File: config.mk
export PLATFORM = sky130hd
export DESIGN_NAME = ctxb_top
export DESIGN_NICKNAME = d
export VERILOG_FILES = /design/src/include/ctxb_pkg.sv /design/src/design/ctxb_pick.sv /design/src/design/ctxb_top.sv
export SDC_FILE = /design/constraint.sdc
export NUM_CORES = 1
export LEC_CHECK = 0
export ABC_AREA = 1
export BUFFER_PORTS_ARGS = -buffer_cell sky130_fd_sc_hd__buf_2
export CAP_MARGIN = 5
export CORE_UTILIZATION = 45
export CTS_CLUSTER_DIAMETER = 50
export DETAILED_ROUTE_END_ITERATION = 12
export GPL_TIMING_DRIVEN = 0
export HOLD_SLACK_MARGIN = 0.03
export PLACE_DENSITY_LB_ADDON = 0.25
export SLEW_MARGIN = 40
export SYNTH_ARGS = -nofsm -noshare
export SYNTH_HDL_FRONTEND = slang
export SYNTH_SLANG_ARGS = --single-unit
File: constraint.sdc
create_clock -name mclk -period 13.75 [get_ports mclk]
set_input_delay 1.375 -clock mclk [delete_from_list [all_inputs] [get_ports mclk]]
set_output_delay 1.375 -clock mclk [all_outputs]
set_load 0.01 [all_outputs]
File: src/include/ctxb_pkg.sv
// Summary of operation
// - Aborting a pending message sets that buffer's send_aborted_flag, else it reads 0.
// - Losing arbitration sets that buffer's arbitration_lost_flag, else it stays 0.
// - A bus error during sending sets that buffer's bus_error_flag, else it reads 0.
// - buffer_priority 11 is level 3 (highest) down to 00 as level 0 (lowest).
// - Among pending buffers the priority fields decide the order of sending.
// - Priority never changes the transmitted identifier bits.
// - tx_identifier_high is std id 10..3, or ext id 28..21 in extended format.
// - tx_identifier_low bits 7..5 are std id 2..0, or ext id 20..18 in extended format.
// - With extended_format_select set a 29-bit id goes out, std bits as ext 28..18.
// - With extended_format_select clear an 11-bit id goes out, ext bits 17..0 ignored.
// - Ext id bits 17..16 live in tx_identifier_low bits 1..0.
// - tx_identifier_low bits 4 and 2 read 0 and keep no written value.
// - Ext id bits 15..8 come from tx_ext_identifier_high into extended frames.
package ctxb_pkg;

   localparam int NBUF = 3;

   // Register map, byte addresses
   localparam logic [7:0] BUF_STRIDE = 8'h10;
   localparam logic [1:0] RSEL_CTRL = 2'h0;
   localparam logic [1:0] RSEL_IDH = 2'h1;
   localparam logic [1:0] RSEL_IDL = 2'h2;
   localparam logic [1:0] RSEL_EIDH = 2'h3;
   localparam logic [7:0] ADDR_IRQ_STATUS = 8'h30;
   localparam logic [7:0] ADDR_IRQ_MASK = 8'h34;
   localparam int BUF_IDX_LSB = 4;
   localparam int REG_IDX_LSB = 2;

   // Control register fields
   localparam int CTRL_ABT_BIT = 6;
   localparam int CTRL_LARB_BIT = 5;
   localparam int CTRL_ERR_BIT = 4;
   localparam int CTRL_REQ_BIT = 3;
   localparam int CTRL_PRI_LSB = 0;

   // Identifier low byte fields
   localparam int IDL_SID_LSB = 5;
   localparam int IDL_EXT_BIT = 3;
   localparam int IDL_EID_LSB = 0;
   localparam logic [7:0] IDL_WMASK = 8'hEB;

   // Interrupt status layout: sent per buffer, then aborted per buffer
   localparam int IRQ_SENT_LSB = 0;
   localparam int IRQ_ABT_LSB = 3;
   localparam int IRQ_W = 6;

   localparam logic [7:0] BYTE_RST = 8'h00;
   localparam logic [IRQ_W-1:0] IRQ_RST = 6'h00;
   localparam logic [31:0] RDATA_RST = 32'h0000_0000;
   localparam logic [7:0] EXT_LOW_FILL = 8'h00;

   typedef enum logic [0:0] {
      PH_IDLE,
      PH_FLIGHT
   } ctxb_phase_e;

   // Offer towards the protocol engine
   typedef struct packed {
      logic valid;
      logic [1:0] buf_idx;
      logic [1:0] prio;
      logic ext;
      logic [28:0] id;
   } ctxb_offer_s;

   // Outcome strobes from the protocol engine
   typedef struct packed {
      logic start;
      logic done;
      logic lost;
      logic error;
   } ctxb_evt_s;

   typedef struct packed {
      logic [NBUF-1:0][7:0] idh;
      logic [NBUF-1:0][7:0] idl;
      logic [NBUF-1:0][7:0] eidh;
      logic [NBUF-1:0][1:0] pri;
      logic [NBUF-1:0] req;
      logic [NBUF-1:0] abt;
      logic [NBUF-1:0] larb;
      logic [NBUF-1:0] err;
      logic [NBUF-1:0] abort_pend;
      ctxb_phase_e phase;
      logic [1:0] cur;
      logic [IRQ_W-1:0] ists;
      logic [IRQ_W-1:0] imask;
      logic [31:0] prdata;
      ctxb_offer_s offer;
   } ctxb_state_s;

endpackage : ctxb_pkg

File: src/design/ctxb_pick.sv
// Picks the pending buffer with the highest level; ties go to the higher index
module ctxb_pick (
   // Pending requests and their levels
   input wire logic [2:0] req,
   input wire logic [2:0][1:0] pri,
   // Winner
   output logic found,
   output logic [1:0] sel,
   output logic [1:0] level
);

   // Ascending scan with >= lets a later equal-level buffer win
   always_comb begin
      found = 1'b0;
      sel = 2'b00;
      level = 2'b00;
      for (int i = 0; i < ctxb_pkg::NBUF; i++) begin
         if (req[i] && (!found || pri[i] >= level)) begin
            found = 1'b1;
            sel = 2'(i);
            level = pri[i];
         end
      end
   end

endmodule : ctxb_pick

File: src/design/ctxb_top.sv
// Transmit buffer control and identifier registers for three buffers
module ctxb_top (
   // Clock and reset
   input wire logic mclk,
   input wire logic rstn,
   // APB slave
   input wire logic psel,
   input wire logic penable,
   input wire logic pwrite,
   input wire logic [7:0] paddr,
   input wire logic [31:0] pwdata,
   output logic [31:0] prdata,
   output logic pready,
   output logic pslverr,
   // Protocol engine
   output ctxb_pkg::ctxb_offer_s offer,
   input wire ctxb_pkg::ctxb_evt_s evt,
   // Interrupt
   output logic irq
);

   ctxb_pkg::ctxb_state_s s_q;
   ctxb_pkg::ctxb_state_s s_d;
   logic [1:0] rst_sync_q;
   logic rst_n;
   logic pick_found;
   logic [1:0] pick_sel;
   logic [1:0] pick_level;
   logic [1:0] a_buf;
   logic [1:0] a_reg;
   logic a_is_buf;
   logic a_hit;
   logic wr_acc;
   logic rd_setup;

   // Reset release through two flops, assertion stays asynchronous
   always_ff @(posedge mclk or negedge rstn) begin
      if (!rstn) begin
         rst_sync_q <= 2'b00;
      end else begin
         rst_sync_q <= {rst_sync_q[0], 1'b1};
      end
   end
   assign rst_n = rst_sync_q[1];

   // Arbitration over the committed requests
   ctxb_pick u_pick (
      .req(s_q.req),
      .pri(s_q.pri),
      .found(pick_found),
      .sel(pick_sel),
      .level(pick_level)
   );

   // Address decode
   assign a_buf = paddr[ctxb_pkg::BUF_IDX_LSB +: 2];
   assign a_reg = paddr[ctxb_pkg::REG_IDX_LSB +: 2];
   assign a_is_buf = (paddr[1:0] == 2'b00) && (paddr[7:6] == 2'b00) &&
                     (a_buf < 2'(ctxb_pkg::NBUF)); // Upper bits clear, else 0x40 aliases buffer 0
   assign a_hit = a_is_buf || (paddr == ctxb_pkg::ADDR_IRQ_STATUS) ||
                  (paddr == ctxb_pkg::ADDR_IRQ_MASK);
   assign wr_acc = psel && penable && pwrite;
   assign rd_setup = psel && !penable && !pwrite;

   // Zero wait states; unmapped addresses answer with an error
   assign pready = 1'b1;
   assign pslverr = psel && penable && !a_hit;
   assign prdata = s_q.prdata;
   assign irq = |(s_q.ists & s_q.imask);

   // Offer is dropped at once when its buffer is no longer requested,
   // so the engine never starts a message that software just withdrew
   always_comb begin
      offer = s_q.offer;
      offer.valid = s_q.offer.valid && s_q.req[s_q.offer.buf_idx];
   end

   // Identifier assembly for one buffer; priority bits take no part
   function automatic logic [28:0] build_id(input logic [7:0] hi, input logic [7:0] lo,
                                            input logic [7:0] ehi);
      logic [28:0] id;
      id = '0;
      if (lo[ctxb_pkg::IDL_EXT_BIT]) begin
         id = {hi, lo[ctxb_pkg::IDL_SID_LSB +: 3], lo[ctxb_pkg::IDL_EID_LSB +: 2],
               ehi, ctxb_pkg::EXT_LOW_FILL};
      end else begin
         id = {18'h0_0000, hi, lo[ctxb_pkg::IDL_SID_LSB +: 3]};
      end
      return id;
   endfunction : build_id

   // Read data for one address
   function automatic logic [31:0] read_reg(input ctxb_pkg::ctxb_state_s st,
                                            input logic [7:0] addr);
      logic [31:0] d;
      logic [1:0] b;
      d = ctxb_pkg::RDATA_RST;
      b = addr[ctxb_pkg::BUF_IDX_LSB +: 2];
      if (addr == ctxb_pkg::ADDR_IRQ_STATUS) begin
         d[ctxb_pkg::IRQ_W-1:0] = st.ists;
      end else if (addr == ctxb_pkg::ADDR_IRQ_MASK) begin
         d[ctxb_pkg::IRQ_W-1:0] = st.imask;
      end else if (addr[1:0] == 2'b00 && addr[7:6] == 2'b00 && b < 2'(ctxb_pkg::NBUF)) begin
         case (addr[ctxb_pkg::REG_IDX_LSB +: 2])
            ctxb_pkg::RSEL_CTRL: begin
               d[ctxb_pkg::CTRL_ABT_BIT] = st.abt[b];
               d[ctxb_pkg::CTRL_LARB_BIT] = st.larb[b];
               d[ctxb_pkg::CTRL_ERR_BIT] = st.err[b];
               d[ctxb_pkg::CTRL_REQ_BIT] = st.req[b];
               d[ctxb_pkg::CTRL_PRI_LSB +: 2] = st.pri[b];
            end
            ctxb_pkg::RSEL_IDH: d[7:0] = st.idh[b];
            ctxb_pkg::RSEL_IDL: d[7:0] = st.idl[b] & ctxb_pkg::IDL_WMASK;
            ctxb_pkg::RSEL_EIDH: d[7:0] = st.eidh[b];
            default: d = ctxb_pkg::RDATA_RST;
         endcase
      end
      return d;
   endfunction : read_reg

   // Next state: software first, then hardware events so a set wins
   always_comb begin
      logic [ctxb_pkg::IRQ_W-1:0] iset;
      logic in_flight;
      logic [1:0] c;
      iset = '0;
      in_flight = 1'b0;
      c = 2'b00;
      s_d = s_q;

      // Read data is captured in the setup phase, stable for the access
      if (rd_setup) begin
         s_d.prdata = read_reg(s_q, paddr);
      end

      // Register writes
      if (wr_acc && a_is_buf) begin
         case (a_reg)
            ctxb_pkg::RSEL_CTRL: begin
               s_d.pri[a_buf] = pwdata[ctxb_pkg::CTRL_PRI_LSB +: 2];
               in_flight = (s_q.phase == ctxb_pkg::PH_FLIGHT && s_q.cur == a_buf) ||
                           (evt.start && offer.valid && s_q.offer.buf_idx == a_buf);
               if (pwdata[ctxb_pkg::CTRL_REQ_BIT] && !s_q.req[a_buf]) begin
                  // New request clears the outcome of the last one
                  s_d.req[a_buf] = 1'b1;
                  s_d.abt[a_buf] = 1'b0;
                  s_d.larb[a_buf] = 1'b0;
                  s_d.err[a_buf] = 1'b0;
                  s_d.abort_pend[a_buf] = 1'b0;
               end else if (!pwdata[ctxb_pkg::CTRL_REQ_BIT] && s_q.req[a_buf]) begin
                  if (in_flight) begin
                     // A frame on the wire finishes; abort takes effect after it only if the frame is lost or errors
                     s_d.abort_pend[a_buf] = 1'b1;
                  end else begin
                     s_d.req[a_buf] = 1'b0;
                     s_d.abt[a_buf] = 1'b1;
                     iset[ctxb_pkg::IRQ_ABT_LSB + 32'(a_buf)] = 1'b1;
                  end
               end
            end
            ctxb_pkg::RSEL_IDH: s_d.idh[a_buf] = pwdata[7:0];
            ctxb_pkg::RSEL_IDL: s_d.idl[a_buf] = pwdata[7:0] & ctxb_pkg::IDL_WMASK;
            ctxb_pkg::RSEL_EIDH: s_d.eidh[a_buf] = pwdata[7:0];
            default: s_d.idh[a_buf] = s_q.idh[a_buf];
         endcase
      end
      if (wr_acc && paddr == ctxb_pkg::ADDR_IRQ_STATUS) begin
         s_d.ists = s_q.ists & ~pwdata[ctxb_pkg::IRQ_W-1:0];
      end
      if (wr_acc && paddr == ctxb_pkg::ADDR_IRQ_MASK) begin
         s_d.imask = pwdata[ctxb_pkg::IRQ_W-1:0];
      end

      // Engine outcome for the buffer in flight
      c = s_q.cur;
      case (s_q.phase)
         ctxb_pkg::PH_IDLE: begin
            if (evt.start && offer.valid) begin
               s_d.phase = ctxb_pkg::PH_FLIGHT;
               s_d.cur = s_q.offer.buf_idx;
            end
         end
         ctxb_pkg::PH_FLIGHT: begin
            if (evt.done) begin
               s_d.req[c] = 1'b0;
               s_d.abort_pend[c] = 1'b0;
               iset[ctxb_pkg::IRQ_SENT_LSB + 32'(c)] = 1'b1;
               s_d.phase = ctxb_pkg::PH_IDLE;
            end else if (evt.lost || evt.error) begin
               if (evt.lost) begin
                  s_d.larb[c] = 1'b1;
               end
               if (evt.error) begin
                  s_d.err[c] = 1'b1;
               end
               // Request stays for a retry unless software withdrew it
               if (s_q.abort_pend[c] || s_d.abort_pend[c]) begin
                  s_d.req[c] = 1'b0;
                  s_d.abt[c] = 1'b1;
                  s_d.abort_pend[c] = 1'b0;
                  iset[ctxb_pkg::IRQ_ABT_LSB + 32'(c)] = 1'b1;
               end
               s_d.phase = ctxb_pkg::PH_IDLE;
            end
         end
         default: s_d.phase = ctxb_pkg::PH_IDLE;
      endcase
      s_d.ists = s_d.ists | iset;

      // Registered offer; re-picked whenever no frame is on the wire
      s_d.offer.valid = 1'b0;
      if (s_d.phase == ctxb_pkg::PH_IDLE && !(s_q.phase == ctxb_pkg::PH_IDLE && evt.start)) begin
         s_d.offer.valid = pick_found;
      end
      s_d.offer.buf_idx = pick_sel;
      s_d.offer.prio = pick_level;
      s_d.offer.ext = s_q.idl[pick_sel][ctxb_pkg::IDL_EXT_BIT];
      s_d.offer.id = build_id(s_q.idh[pick_sel], s_q.idl[pick_sel],
                              s_q.eidh[pick_sel]);
   end

   // State register
   always_ff @(posedge mclk or negedge rst_n) begin
      if (!rst_n) begin
         s_q <= '0;
      end else begin
         s_q <= s_d;
      end
   end

endmodule : ctxb_top

==> reports/metrics.yaml <==
initial_core_util: 0.460
critPathTopFamily: "compound AO/OA/AOI/OAI gates"
yosys.cell_count.top_type: "nand2_1"
overflow: 0
grt.total_usage: 0.256
maxSlewViolCount: 0
cts_tree: "yes"
finalNetCount: 1160
reg2regPathDepth: 16
fmax_mhz: 240
cts_setup_buffers: 0
synth-seq-cells: 147
synth.distinct_cells: 47
setup_tns_ns: 0
cts.repair.resized: 0
r2r_slack_ns: 9.59
ys_seq_area_frac: 0.462
power_density_nw_per_um2: 112
final-setup-viol-count: 0
wl_um: 22200
top_layer_used: "met4"
cts.path.max_buffers: 2
drcViolationCount: 0
hold_viol: 0
fp.dieH_um: 135
cts_sinks: 147
crit_path_end_kind: "register"
first_iter_violations: 649
slew-limit-headroom: 0.497
p_leak_nw: 4.72
portBuffers: 69
path_buf_inv: 4
clk_pin_slew_ns: 0.06
die_width_um: 135
synth_edf_count: 0
cp.arrival_ns: 4.47
rr_startpoint: "s_q[94]$_DFF_PN0_"
io_pins: 119
postCtsHoldBufs: 0
grt_pass1_wl_um: 34600
syn_inst: 979
startpoint: "s_q[94]$_DFF_PN0_"
layout_min_cycle_time_ns: 4.16
ys_top_cells_by_area: "dfrtp_1 46%, nand2_1 10%, o21ai_0 9.2%"
rows: 48
met1Wirelength_um: 9910
placed_cell_area_um2: 8760
drtAntennaViolNets: 0
avgSynthCellArea_um2: 8.13
skew_ns: 0.00833
yosys.area.top_type: "dfrtp_1"
dpl.hpwl_um: 16400
place.gp.congestion: 0.906
maxCapViolations: 0
avgRoutedWirePerCell_um: 16.7
design_area_um2: 9430
dieArea_um2: 18200
hold_class: "register to asynchronous set/reset pin"
clk_latency_ns: 0.43
antenna_found_initial: 0
worst_pin_slew_ns: 0.755
worstSetupPathType: "register to register"
irDropWorstVdd_uv: 99.7
cp.required_ns: 14.06
crit_chain: "nand2_1 -> inv_1 -> ha_1 -> o21ai_0 -> a21oi_2 -> clkbuf_1 -> o21ai_0 -> ha_1 -> o21ai_0 -> nand2_1 -> nand2_1 -> buf_2 -> buf_2 -> o21ai_0 -> o22ai_1 -> nor2_1"
status: "complete, no violations"
start_kind: "register"
fin_crit_sh: 0.302
clock-root-buffer: "clkbuf_16"
htreeDepth: 4
synth-async-reset-ratio: 1.00
max_stage_delay_ns: 0.63
rsz0062_at_grt: "false"
firstDrtPassIters: 5
power_mw: 1.05
num_antenna_cells: 0
synth_top_area_frac: 0.462
dr_wl_met3_um: 1510
cp.depth: 16
dr_wl_met2_um: 10100
critical_path.slowest_cell: "a21oi_2"
synthFlopType: "dfrtp_1"
via_per_inst: 5.22
area_delta_synth_final_pct: 18.5
core-area_um2: 17300
synth_commonest_cells: "221 x nand2_1, 147 x dfrtp_1, 146 x o21ai_0, 90 x inv_1, 70 x buf_4"
yosys_warnings: 0
drive_above_1_share: 0.223
cp_max_fo: 10
crit_top_cell: "o21ai_0"
vias: 6949
cts_inserted_buffers: 17
grt_max_degree: 38
timing.rr.end: "offer[7]$_DFF_PN0_"
grt_pass1_vias: 6191
critical_path.endpoint: "offer[7]$_DFF_PN0_"
syn_area_um2: 7960
-- worst min path at each step --
| stage | startpoint | end | slack [ns] | cells after the start |
|---|---|---|---|---|
| final | rst_sync_q[1]$_DFF_PN0_ | offer[0]$_DFF_PN0_ | 0.26 | 0 |
| after global routing | rst_sync_q[1]$_DFF_PN0_ | offer[0]$_DFF_PN0_ | 0.30 | 0 |
| after CTS | rst_sync_q[1]$_DFF_PN0_ | offer[0]$_DFF_PN0_ | 0.28 | 0 |
| after detailed placement | rst_sync_q[1]$_DFF_PN0_ | offer[16]$_DFF_PN0_ | 0.28 | 0 |
| after global placement | rst_sync_q[0]$_DFF_PN0_ | rst_sync_q[1]$_DFF_PN0_ | 0.34 | 0 |
| after floorplan | rst_sync_q[0]$_DFF_PN0_ | rst_sync_q[1]$_DFF_PN0_ | 0.33 | 0 |
-- area by class of cell --
class / count / area [µm²]
clock inverter: 12 / 229
sequential: 147 / 3680
inverter: 99 / 374
timing repair buffer: 73 / 425
clock buffer: 19 / 443
buffer: 107 / 697
tap: 225 / 282
multi-input combinational: 650 / 3300
fill: 1623 / 7870
-- cells by family after synthesis --
kind of cell    after synthesis  share of synthesized area
simple gates                362                      0.204
compound gates              245                      0.172
flops                       147                      0.462
buf+inv                     206                      0.135
other cells                   2                   0.000944
fa+ha+maj                    16                     0.0252
xor+xnor                      1                    0.00110
-- per-stage QoR --
step | std cells | setup WS (ns) | util | hold slack [ns]
after global routing | 1332 | 9.26 | 0.545 | 0.299
after global placement | 1297 | 7.64 | 0.501 | 0.336
after floorplan | 1003 | 9.35 | - | 0.331
after detailed placement | 1301 | 9.72 | 0.506 | 0.276
final | 1332 | 9.59 | 0.545 | 0.262
after CTS | 1332 | 9.69 | 0.545 | 0.279
-- power breakdown --
part / internal [mW] / total [mW] / switching [mW]
registers: 0.439 / 0.445 / 0.00593
logic: 0.0246 / 0.0748 / 0.0502
clock network: 0.345 / 0.533 / 0.188
-- worst register-to-register path, cell delays in order, from the launching register on --
cell and delay, ns:
dfrtp_1 0.43, nand2_1 0.11, inv_1 0.05, ha_1 0.26, o21ai_0 0.11, a21oi_2 0.63
clkbuf_1 0.52, o21ai_0 0.22, ha_1 0.31, o21ai_0 0.16, nand2_1 0.07, nand2_1 0.12
buf_2 0.28, buf_2 0.31, o21ai_0 0.14, o22ai_1 0.23, nor2_1 0.09
-- placed cells by master (no fill, tap or decap), types with 26 or more instances in the layout --
cell type,count
nand2_1,221
o21ai_0,146
dfrtp_1,146
inv_1,90
buf_2,83
buf_4,70
nor2_1,55
a21oi_1,43
nand3_1,40
conb_1,26
-- layer usage --
layer / track usage / vias up
li1: - / 3342
met1: 0.363 / 3288
met2: 0.379 / 272
met3: 0.0574 / 47
met4: 0.101 / 0
met5: 0 / -
-- sequential cells by signal (all words and copies together), names as in the netlist --
signal,flops
prdata,8
rst_sync_q,2
s_q,103
offer,34
No activity file was read; power rests on OpenSTA's default activity.
